$ cat src/ffse_consts.vh
// constants for the flash fault, status and channel enable register bank
// included by ffse_regs.v only; holds definitions, no logic
`ifndef FFSE_CONSTS_VH
`define FFSE_CONSTS_VH

// register offsets on the serial bus
`define FFSE_OFS_FAULT     8'h0c
`define FFSE_OFS_CAP1      8'h0d
`define FFSE_OFS_CAP2      8'h0e
`define FFSE_OFS_ENABLE    8'h0f

// fault register bit positions
`define FFSE_B_OVP         7
`define FFSE_B_SC          6
`define FFSE_B_OT          5
`define FFSE_B_TO          4
`define FFSE_B_TX          3
`define FFSE_B_LOWBAT      2
`define FFSE_B_IPEAK       1
`define FFSE_B_IDC         0

// enable register bit positions
`define FFSE_B_CHAN2       1
`define FFSE_B_CHAN1       0

// capture field width and reserved top bits
`define FFSE_CODE_W        6
`define FFSE_CAP_RSVD      2'h0

// reset values, unmapped read value and pointer step
`define FFSE_RST_FAULT     8'h00
`define FFSE_RST_CODE      6'h00
`define FFSE_RST_ENABLE    8'h00
`define FFSE_RD_UNMAPPED   8'h00
`define FFSE_RST_BYTE      8'h00
`define FFSE_RST_SHIFT     7'h00
`define FFSE_PTR_STEP      8'h01

// serial bit counting
`define FFSE_CNT_LAST      4'h7
`define FFSE_CNT_BYTE      4'h8
`define FFSE_CNT_ZERO      4'h0
`define FFSE_CNT_ONE       4'h1

`endif

$ cat src/ffse_regs.v
// register bank for fault status, dc limit current capture and channel enable,
// reached over an i2c-compatible slave port sampled on MCLK.
// assumes SCL_IN/SDA_IN are synchronous to MCLK and far slower than it,
// and that detector inputs are levels from analog logic outside.
// assumes the host holds SCL high and low for two MCLK periods or more,
// and that the enable outputs go straight to the current source gates.
`timescale 1ns/10ps
`include "ffse_consts.vh"
`default_nettype none

module ffse_regs #(
	parameter [6:0] DEV_ADDR = 7'h2a  // arbitrary neutral slave address
) (
	input  wire                    MCLK,
	input  wire                    RST_N,
	// serial bus lines, sampled on MCLK
	input  wire                    SCL_IN,
	input  wire                    SDA_IN,
	output wire                    SDA_OUT,
	output wire                    SDA_OE,
	// detector levels from the analog side
	input  wire                    OVP_DET,
	input  wire                    SHORT_DET,
	input  wire                    OVERTEMP_DET,
	input  wire                    TIMEOUT_DET,
	input  wire                    FLASH_ACTIVE,
	input  wire                    TRANSMITTER_REDUCTION_INPUT_IN,
	input  wire                    LOWBAT_DET,
	input  wire                    LOWBAT_DET_EN,
	input  wire                    IPEAK_DET,
	input  wire                    DC_LIMIT_DET,
	input  wire                    DC_LIMIT_EN,
	// flash current codes of the two channels
	input  wire [`FFSE_CODE_W-1:0] LED1_FLASH_CODE,
	input  wire [`FFSE_CODE_W-1:0] LED2_FLASH_CODE,
	// channel enables to the current sources
	output wire                    CHAN1_ON,
	output wire                    CHAN2_ON
);

	// one-hot serial states
	localparam [6:0] ST_IDLE = 7'h01;
	localparam [6:0] ST_ADDR = 7'h02;
	localparam [6:0] ST_REG  = 7'h04;
	localparam [6:0] ST_WR   = 7'h08;
	localparam [6:0] ST_ACK  = 7'h10;
	localparam [6:0] ST_RD   = 7'h20;
	localparam [6:0] ST_RACK = 7'h40;

	// register contents and detector history
	reg  [7:0]              fault_status_r;
	reg  [`FFSE_CODE_W-1:0] led1_captured_current_r;
	reg  [`FFSE_CODE_W-1:0] led2_captured_current_r;
	reg  [7:0]              led_channel_enable_r;
	reg                     tx_reduction_seen_r;
	reg                     flash_q_r;
	reg                     dc_q_r;
	// serial engine
	reg                     scl_q_r;
	reg                     sda_q_r;
	reg  [6:0]              state_r;
	reg  [6:0]              after_ack_r;
	reg                     ack_on_r;
	reg  [3:0]              cnt_r;
	reg  [6:0]              rx_r;
	reg  [7:0]              tx_r;
	reg  [7:0]              ptr_r;
	reg                     sda_oe_r;
	reg                     sda_out_r;

	// decode and gating
	wire                    dc_limit_reached;
	wire                    low_battery_flag;
	wire                    scl_rise;
	wire                    scl_fall;
	wire                    bus_start;
	wire                    bus_stop;
	wire [7:0]              rx_byte;
	wire                    chan1_on;
	wire                    chan2_on;
	wire                    en_write_ok;

	// read multiplexer, used for first byte and for each auto-increment
	// unmapped offsets read zero so a stray pointer returns nothing stale
	function [7:0] rd_mux;
		input [7:0] ofs;
		begin
			case (ofs)
				`FFSE_OFS_FAULT:  rd_mux = fault_status_r;
				`FFSE_OFS_CAP1:   rd_mux = {`FFSE_CAP_RSVD, led1_captured_current_r};
				`FFSE_OFS_CAP2:   rd_mux = {`FFSE_CAP_RSVD, led2_captured_current_r};
				`FFSE_OFS_ENABLE: rd_mux = led_channel_enable_r;
				default:          rd_mux = `FFSE_RD_UNMAPPED;
			endcase
		end
	endfunction

	// detector gating: these flags only mean something while enabled
	// with detection off the bit reads zero
	assign low_battery_flag = LOWBAT_DET & LOWBAT_DET_EN;
	assign dc_limit_reached = DC_LIMIT_DET & DC_LIMIT_EN;

	// bus edge and condition detection on the sampled lines
	// start and stop need scl high in both samples, so a data change
	// made while scl is low never reads as a bus condition
	assign scl_rise  = SCL_IN & ~scl_q_r;
	assign scl_fall  = ~SCL_IN & scl_q_r;
	assign bus_start = SCL_IN & scl_q_r & sda_q_r & ~SDA_IN;
	assign bus_stop  = SCL_IN & scl_q_r & ~sda_q_r & SDA_IN;
	assign rx_byte   = {rx_r, SDA_IN};

	// channel outputs are the two low enable bits
	assign chan1_on = led_channel_enable_r[`FFSE_B_CHAN1];
	assign chan2_on = led_channel_enable_r[`FFSE_B_CHAN2];

	// a one-sided set while the other channel runs would start a
	// staggered flash the boost cannot ramp for; the whole byte is dropped
	// clearing is always accepted, whichever channel is on
	assign en_write_ok =
		~(rx_byte[`FFSE_B_CHAN2] & ~chan2_on & chan1_on) &
		~(rx_byte[`FFSE_B_CHAN1] & ~chan1_on & chan2_on);

	// fault register follows the detectors; host writes never reach it
	// live levels, one cycle late, except the tx bit, which holds until the next flash start; nothing is cleared on read
	always @(posedge MCLK) begin
		if (!RST_N) begin
			fault_status_r <= `FFSE_RST_FAULT;
		end else begin
			fault_status_r[`FFSE_B_OVP]    <= OVP_DET;
			fault_status_r[`FFSE_B_SC]     <= SHORT_DET;
			fault_status_r[`FFSE_B_OT]     <= OVERTEMP_DET;
			fault_status_r[`FFSE_B_TO]     <= TIMEOUT_DET;
			fault_status_r[`FFSE_B_TX]     <= tx_reduction_seen_r;
			fault_status_r[`FFSE_B_LOWBAT] <= low_battery_flag;
			fault_status_r[`FFSE_B_IPEAK]  <= IPEAK_DET;
			fault_status_r[`FFSE_B_IDC]    <= dc_limit_reached;
		end
	end

	// tx reduction memory: cleared at each flash start, set wins over clear
	// holds after the flash ends so the host can read it afterwards
	// a flash start with the mask already active ends set
	always @(posedge MCLK) begin
		if (!RST_N) begin
			tx_reduction_seen_r <= 1'b0;
			flash_q_r           <= 1'b0;
		end else begin
			flash_q_r <= FLASH_ACTIVE;
			if (FLASH_ACTIVE & TRANSMITTER_REDUCTION_INPUT_IN) begin
				tx_reduction_seen_r <= 1'b1;
			end else if (FLASH_ACTIVE & ~flash_q_r) begin
				tx_reduction_seen_r <= 1'b0;
			end
		end
	end

	// current codes caught on the rising edge of the dc limit flag
	// a limit that stays reached does not overwrite the first capture
	always @(posedge MCLK) begin
		if (!RST_N) begin
			dc_q_r                  <= 1'b0;
			led1_captured_current_r <= `FFSE_RST_CODE;
			led2_captured_current_r <= `FFSE_RST_CODE;
		end else begin
			dc_q_r <= dc_limit_reached;
			if (dc_limit_reached & ~dc_q_r) begin
				led1_captured_current_r <= LED1_FLASH_CODE;
				led2_captured_current_r <= LED2_FLASH_CODE;
			end
		end
	end

	// line history; resets to the idle level so no false edge follows reset
	always @(posedge MCLK) begin
		if (!RST_N) begin
			scl_q_r <= 1'b1;
			sda_q_r <= 1'b1;
		end else begin
			scl_q_r <= SCL_IN;
			sda_q_r <= SDA_IN;
		end
	end

	// data line value while driven; open drain only ever pulls low
	always @(posedge MCLK) begin
		if (!RST_N) begin
			sda_out_r <= 1'b0;
		end else begin
			sda_out_r <= 1'b0;
		end
	end

	// serial slave: byte shifting, ack, register writes and read-out
	always @(posedge MCLK) begin
		if (!RST_N) begin
			state_r              <= ST_IDLE;
			after_ack_r          <= ST_IDLE;
			ack_on_r             <= 1'b0;
			cnt_r                <= `FFSE_CNT_ZERO;
			rx_r                 <= `FFSE_RST_SHIFT;
			tx_r                 <= `FFSE_RST_BYTE;
			ptr_r                <= `FFSE_RST_BYTE;
			sda_oe_r             <= 1'b0;
			led_channel_enable_r <= `FFSE_RST_ENABLE;
		end else begin
			// start or stop aborts whatever transfer is under way
			if (bus_start) begin
				state_r  <= ST_ADDR;
				cnt_r    <= `FFSE_CNT_ZERO;
				sda_oe_r <= 1'b0;
				ack_on_r <= 1'b0;
			end else if (bus_stop) begin
				state_r  <= ST_IDLE;
				sda_oe_r <= 1'b0;
				ack_on_r <= 1'b0;
			end else begin
				case (state_r)
					// waiting for a start
					ST_IDLE: begin
						sda_oe_r <= 1'b0;
					end
					// eight rising edges fill a byte; the ack follows
					ST_ADDR, ST_REG, ST_WR: begin
						if (scl_rise) begin
							rx_r  <= rx_byte[6:0];
							cnt_r <= cnt_r + `FFSE_CNT_ONE;
							if (cnt_r == `FFSE_CNT_LAST) begin
								cnt_r    <= `FFSE_CNT_ZERO;
								ack_on_r <= 1'b0;
								state_r  <= ST_ACK;
								if (state_r == ST_ADDR) begin
									// another slave's address: stay off the bus
									if (rx_byte[7:1] != DEV_ADDR) begin
										state_r <= ST_IDLE;
									end else if (rx_byte[0]) begin
										// load the first read byte while the ack is sent
										after_ack_r <= ST_RD;
										tx_r        <= rd_mux(ptr_r);
									end else begin
										after_ack_r <= ST_REG;
									end
								end else if (state_r == ST_REG) begin
									// second byte sets the register pointer
									ptr_r       <= rx_byte;
									after_ack_r <= ST_WR;
								end else begin
									after_ack_r <= ST_WR;
									ptr_r       <= ptr_r + `FFSE_PTR_STEP;
									// only the enable register takes data
									// the pointer moves on even when the data is dropped
									if (ptr_r == `FFSE_OFS_ENABLE && en_write_ok) begin
										led_channel_enable_r <= rx_byte;
									end
								end
							end
						end
					end
					// first fall drives the ack, the next one releases it, or before a read puts out the first data bit
					ST_ACK: begin
						if (scl_fall) begin
							if (!ack_on_r) begin
								ack_on_r <= 1'b1;
								sda_oe_r <= 1'b1;
							end else begin
								ack_on_r <= 1'b0;
								state_r  <= after_ack_r;
								if (after_ack_r == ST_RD) begin
									sda_oe_r <= ~tx_r[7];
									tx_r     <= {tx_r[6:0], 1'b0};
									cnt_r    <= `FFSE_CNT_ONE;
								end else begin
									sda_oe_r <= 1'b0;
								end
							end
						end
					end
					// each fall puts the next bit out, msb first
					ST_RD: begin
						if (scl_fall) begin
							// eighth bit done: let go for the host's ack
							if (cnt_r == `FFSE_CNT_BYTE) begin
								sda_oe_r <= 1'b0;
								state_r  <= ST_RACK;
							end else begin
								sda_oe_r <= ~tx_r[7];
								tx_r     <= {tx_r[6:0], 1'b0};
								cnt_r    <= cnt_r + `FFSE_CNT_ONE;
							end
						end
					end
					ST_RACK: begin
						// master ack asks for the next register, nack ends it
						if (scl_rise) begin
							// master ack: advance and load the next register
							if (!SDA_IN) begin
								ptr_r   <= ptr_r + `FFSE_PTR_STEP;
								tx_r    <= rd_mux(ptr_r + `FFSE_PTR_STEP);
								cnt_r   <= `FFSE_CNT_ZERO;
								state_r <= ST_RD;
							end else begin
								state_r <= ST_IDLE;
							end
						end
					end
					// an illegal state falls back to idle
					default: begin
						state_r  <= ST_IDLE;
						sda_oe_r <= 1'b0;
					end
				endcase
			end
		end
	end

	// outputs straight from flops
	assign SDA_OUT  = sda_out_r;
	assign SDA_OE   = sda_oe_r;
	assign CHAN1_ON = chan1_on;
	assign CHAN2_ON = chan2_on;

endmodule // ffse_regs

`default_nettype wire

$ cat config.mk
export PLATFORM = sky130hd
export DESIGN_NAME = ffse_regs
export DESIGN_NICKNAME = d
export VERILOG_FILES = /design/src/ffse_regs.v
export VERILOG_INCLUDE_DIRS = /design/src /design/src/src
export SDC_FILE = /design/constraint.sdc
export NUM_CORES = 1
export LEC_CHECK = 0
export CAP_MARGIN = 0
export CORE_MARGIN = 3
export CORE_UTILIZATION = 35
export DETAILED_ROUTE_END_ITERATION = 6
export DONT_BUFFER_PORTS = 1
export PLACE_DENSITY = 0.6
export SLEW_MARGIN = 25
export SYNTH_ARGS = -nofsm -noshare
export SYNTH_HDL_FRONTEND = slang
export SYNTH_SLANG_ARGS = --single-unit
$ cat constraint.sdc
create_clock -name MCLK -period 2.5 [get_ports MCLK]
set_input_delay 0.5 -clock MCLK [delete_from_list [all_inputs] [get_ports MCLK]]
set_output_delay 0.5 -clock MCLK [all_outputs]
set_load 0.1 [all_outputs]
=== Word level (Yosys, flattened, before mapping) ===
Cells that the tools add are included.

* Register bits after elaboration: 76
* Output and inout port bits: 4

* Bitwise gates (word level): 35
* Multiplexer cells: 61
* Reduce and logical (&&, ||, !) cells: 19
* Eq/ne operators: 42
* Add/subtract/negate cells: 2

{| class="wikitable"
|+ Operator list
! operator !! number
|-
| two-way mux 8 bit || 18
|-
| case mux 8 bit (4 select lines) || 3
|-
| == test 8 x 4 -> 1 bit (second input constant) || 8
|-
| two-way mux 7 bit || 9
|-
| two-way mux 4 bit || 9
|-
| case mux 7 bit (5 select lines) || 1
|-
| AND reduction 8 bit || 4
|-
| inequality test 2 bit (second input constant) || 15
|-
| inequality test 4 bit (second input constant) || 7
|-
| inverter 1 bit || 18
|-
| bitwise AND 1 bit || 17
|-
| case mux 4 bit (4 select lines) || 1
|-
| case mux 8 bit (2 select lines) || 1
|-
| AND reduction 15 bit || 1
|-
| == test 7 x 6 -> 1 bit (second input constant) || 2
|-
| two-way mux 6 bit || 2
|-
| two-way mux 1 bit || 11
|-
| two-way mux 5 bit || 2
|-
| AND reduction 10 bit || 1
|-
| adder 8 x 1 -> 8 bit (second input constant) || 1
|-
| AND reduction 4 bit || 2
|-
| == test 7 x 1 -> 1 bit (second input constant) || 1
|-
| == test 7 x 2 -> 1 bit (second input constant) || 1
|-
| == test 7 x 3 -> 1 bit (second input constant) || 1
|-
| other kinds (19) || 23
|}

=== Logic depth before layout (Yosys ltp) ===
* Depth after elaboration: 8
* Depth in mapped cells: 10
* Gate-level depth less buffers: 8

=== Worst setup path after synthesis ===
Ideal clock, no wire load.

* Path kind: input to register
* From: in SDA_IN
* To: reg ptr_r[6]
* Path buffers: 2
* Data required time: 2.384 ns
* Setup time: 0.116 ns
* Setup slack: 0.281 ns
* Stages on the path: 8
* Arrival: 2.103 ns
* Path through: xnor2_1 o32a_2 or4b_1 buf_2 nor2_1 buf_2 a21oi_1 a31o_2

* Word-level cells in the longest chain between the ends: 4

{| class="wikitable"
|+ Ends and longest elaborated chain
! what !! line !! RTL
|-
| from (decl) || ffse_regs.v:18 || <nowiki>input wire SDA_IN,</nowiki>
|-
| inverter 1 bit || ffse_regs.v:108 || <nowiki>assign bus_start = SCL_IN & scl_q_r & sda_q_r & ~SDA_IN;</nowiki>
|-
| bitwise AND 1 bit || ffse_regs.v:108 ||
|-
| inverter 1 bit (no line) || -- ||
|-
| AND reduction 8 bit (no line) * || -- ||
|-
| to (signal assigned) || ffse_regs.v:202 || <nowiki>ptr_r <= `FFSE_RST_BYTE;</nowiki>
|-
| to (signal assigned) || ffse_regs.v:244 || <nowiki>ptr_r <= rx_byte;</nowiki>
|-
| to (signal assigned) || ffse_regs.v:248 || <nowiki>ptr_r <= ptr_r + `FFSE_PTR_STEP;</nowiki>
|-
| to (decl) || ffse_regs.v:67 || <nowiki>reg [7:0] ptr_r;</nowiki>
|}

Every way passes the cells marked *; elsewhere a longest branch is shown, timed or not.
A chain may end at the register's enable or synchronous reset.

=== Final worst setup path ===
* From: reg state_r[3]
* To: reg cnt_r[2]

* Word-level cells in the longest chain between the ends: 4

{| class="wikitable"
|+ Ends and longest elaborated chain
! what !! line !! RTL
|-
| from (decl) || ffse_regs.v:61 || <nowiki>reg [6:0] state_r;</nowiki>
|-
| from (signal assigned) || ffse_regs.v:266 || <nowiki>state_r <= after_ack_r;</nowiki>
|-
| == test 7 x 2 -> 1 bit, or another cell as far along || ffse_regs.v:217 || <nowiki>case (state_r)</nowiki>
|-
| OR reduction 3 bit || ffse_regs.v:217 ||
|-
| nonzero test 4 bit (no line) or inequality test 2 bit (tied branches) || -- ||
|-
| AND reduction 10 bit (no line) || -- ||
|-
| to (signal assigned) || ffse_regs.v:209 || <nowiki>cnt_r <= `FFSE_CNT_ZERO;</nowiki>
|-
| to (signal assigned) || ffse_regs.v:226 || <nowiki>cnt_r <= cnt_r + `FFSE_CNT_ONE;</nowiki>
|-
| to (signal assigned) || ffse_regs.v:228 || <nowiki>cnt_r <= `FFSE_CNT_ZERO;</nowiki>
|-
| to (decl) || ffse_regs.v:64 || <nowiki>reg [3:0] cnt_r;</nowiki>
|}

Parallel ways exist; a longest one is shown, timed or not.

==> reports/results.txt <==
layout cell share with drive strength beyond 1: 13.3%
crit path time final: 2.39 ns
CTS tree: done
H-Tree Depth: 3
Max clock buf depth: 2
I/O Buffers: 0
DIE WIDTH: 114 µm
# setup viols final: 0
Starting Density: 36.6%
post-detailed-route count of antenna-violating nets: 0
Syn. warnings: 0
hold_ws: 0.265 ns
r2r setup slk: 0.11 ns
CTS Root Buffer Type: clkbuf_16
dpl cell area: 4320 µm²
Req. time, crit path: 2.75 ns
routed len/inst: 16.4 µm
Final Skew: 0.00697 ns
Reg2Reg Launch Point: state_r[3]$_SDFFE_PP0P_
CTS Hold Bufs: 0
worst setup path start: state_r[3]$_SDFFE_PP0P_
CTS sink cnt: 72
Initial DRC Count: 256
Synth Instances: 491
antenna cell count: 0
number of global-route vias before repair: 3395
FP Rows: 38
Slew Limit Fails: 0
Layout area overhead: 14.4%
CTS clock-pin slew for the worst setup and hold paths: 0.06 ns
register bit count reported by yosys: 72
CORE AREA: 11100 µm²
EDFF count, synth: 0
cts bufs inserted: 9
CP Data Arrival Time: 2.65 ns
CP Max Fanout: 10
initial antenna violation count: 0
setup_tns: 0 ns
RD Place Congestion: 0.898
Slew @ Worst Pin: 0.763 ns
critical path class: reg -> reg
Hold Crit Class: in -> reg
Max-Slew Margin vs Limit: 48.8%
die span in y: 114 µm
nets: 532
TritonRoute pass-1 iters: 5
distinct cell type count after synthesis: 68
status: finished, final reports clean
Final period util: 95.8%
Synth Cell Area: 4080 µm²
PD cells: 594 nW/µm²
GRT overflow: 0
max_cap viols: 0
Clk Latency, worst-skew pair: 0.33 ns
peak supply drop: 372 µV
first-pass GRT wire length: 17500 µm
Mapped Nets: 525
DRC Markers: 0
r2r endpoint: cnt_r[2]$_SDFFE_PP0P_
drt total wl: 10600 µm
pin count of the biggest net entering global routing: 52
vias per cell: 5.78
Final Cell Area: 4660 µm²
leakage: 0.00173 µW
HPWL after DPL: 7710 µm
Vias: 3715
register area share after synthesis: 35.4%
fill count: 1096
Setup crit end kind: flop
Final Hold Viols: 0
die area: 13000 µm²
Avg Inst Size Synth: 8.30 µm²
total track usage: 16.7%
Top Ports: 31
Post-synth ARST share: 0%
Worst setup SP type: flop
critical path endpoint: cnt_r[2]$_SDFFE_PP0P_
Worst Reg2Reg Path Length in Cells: 7
Fmax achieved: 0.418 GHz
RSZ-0062 raised after global routing: no
Synth Flop Type: dfxtp_1
Yosys cell counts, drive strengths merged (3+ instances only):
cell type   n  area (µm²)
nand4       4        25.0
nand3b      6        45.0
a21boi     16         120
a221oi      8        70.1
mux2i      24         240
a32oi       4        35.0
xnor2       3        26.3
nand2      56         210
nor2       40         150
inv         9        33.8
nor4        7        65.1
nand3      17        90.1
a211oi      8        60.1
a22oi      15         113
or4         4        33.8
and3        4        25.0
o311a       3        30.0
nand2b     16         100
clkbuf     17        63.8
o211ai      5        42.5
o31ai       6        45.0
buf        18         101
nor3       11        60.1
a21oi      17        85.1
and2        7        43.8
dfxtp      72        1440
a31oi       3        18.8
nor2b      14        87.6
a22o        9        78.8
xor2        3        26.3
nor4b       4        35.0
ha          7        87.6
o21ai      24         120
final cells by class:
type | count | area [µm²] | share of cell area, %
clock inverters | 6 | 91.3 | 1.96
repair buffers | 31 | 233 | 4.99
multi-input cells | 374 | 2450 | 52.6
clock buffers | 10 | 229 | 4.91
flip-flops and latches | 72 | 1440 | 31.0
well taps | 140 | 175 | 3.76
inverters | 10 | 37.5 | 0.805
metrics by stage:
| stage | power [µW] | setup slack (ns) | instances | util (%) |
|---|---|---|---|---|
| 6_report | 2770 | 0.106 | 643 | 41.9 |
| 3_3_place_gp | 1400 | 0.175 | 627 | 38.9 |
| 2_1_floorplan | 1360 | 0.281 | 491 | - |
| 4_1_cts | 2790 | 0.168 | 643 | 41.7 |
| 3_5_place_dp | 1410 | 0.200 | 627 | 38.9 |
| 5_1_grt | 2860 | 0.0437 | 643 | 41.9 |
registers in the layout, summed over array words and instances, names as in the netlist:
signal                   flops
ptr_r                        8
after_ack_r                  4
cnt_r                        4
flash_q_r                    1
tx_reduction_seen_r          1
rx_r                         7
led_channel_enable_r         8
scl_q_r                      1
led2_captured_current_r      6
sda_q_r                      1
ack_on_r                     1
SDA_OE                       1
led1_captured_current_r      6
state_r                      7
fault_status_r               8
tx_r                         8
where the power goes:
group          switching, µW  internal [µW]  leakage (µW)
combinational            110           83.7      0.000988
sequential              23.9           1170      0.000585
clock                    503            879      0.000157
total                    636           2130       0.00173
worst min-delay path by stage:
stage,depth (start not counted),slack (ns),to,from
detailed placement,1,0.45,fault_status_r[3]$_SDFF_PN0_,tx_reduction_seen_r$_SDFFE_PN0P_
finish,1,0.26,sda_q_r$_SDFF_PN1_,RST_N
global placement,1,0.43,fault_status_r[3]$_SDFF_PN0_,tx_reduction_seen_r$_SDFFE_PN0P_
floorplan,1,0.42,fault_status_r[3]$_SDFF_PN0_,tx_reduction_seen_r$_SDFFE_PN0P_
global route,1,0.25,after_ack_r[0]$_SDFFE_PN1P_,RST_N
CTS,1,0.23,sda_q_r$_SDFF_PN1_,RST_N
layout by cell type (no fill, tap or decap), drive strengths merged, types with 5 or more instances in the layout:
master | synthesis | routed
ha | 7 | 7
and2 | 7 | 7
nor2 | 40 | 40
a22o | 9 | 9
clkbuf | 17 | 10
a21boi | 16 | 16
o31ai | 6 | 6
nand3 | 17 | 17
nand2b | 16 | 16
nand2 | 56 | 56
nand3b | 6 | 6
nor2b | 14 | 14
buf | 18 | 31
inv | 9 | 10
dfxtp | 72 | 72
nor3 | 11 | 11
o211ai | 5 | 5
a211oi | 8 | 8
a22oi | 15 | 15
a21oi | 17 | 17
mux2i | 24 | 24
o21ai | 24 | 24
nor4 | 7 | 7
a221oi | 8 | 8
logic make-up after synthesis:
| group | Yosys count | share of synthesized area (%) |
|---|---|---|
| flops | 72 | 35.4 |
| simple gates | 200 | 26.0 |
| other cells | 1 | 0.0920 |
| buf+inv | 45 | 4.97 |
| fa+ha+maj | 7 | 2.15 |
| compound gates | 136 | 24.2 |
| mux | 24 | 5.89 |
| xor+xnor | 6 | 1.29 |
what timing repair did:
item | in CTS | in global routing
endpoints found under the setup margin | 0 | 5
buffers inserted | 0 | 0
gates resized for setup | 0 | 5
metal layers:
layer / global-route usage, % / routed length (µm) / vias to the layer above
met1: 23.0 / 4940 / 1746
met2: 25.7 / 4720 / 141
met4: 6.89 / 256 / 0
met3: 3.29 / 648 / 18
li1: - / - / 1810
met5: 0 / 0 / -
critical path, cell delays in order, from the launching register on:
cell,delay (ns)
dfxtp_1,0.40
nor4b_1,0.50
a221oi_2,0.11
nor4b_2,0.29
buf_4,0.16
o211ai_2,0.17
or4b_1,0.51
a21oi_1,0.17
(Power assumes the default switching activity.)
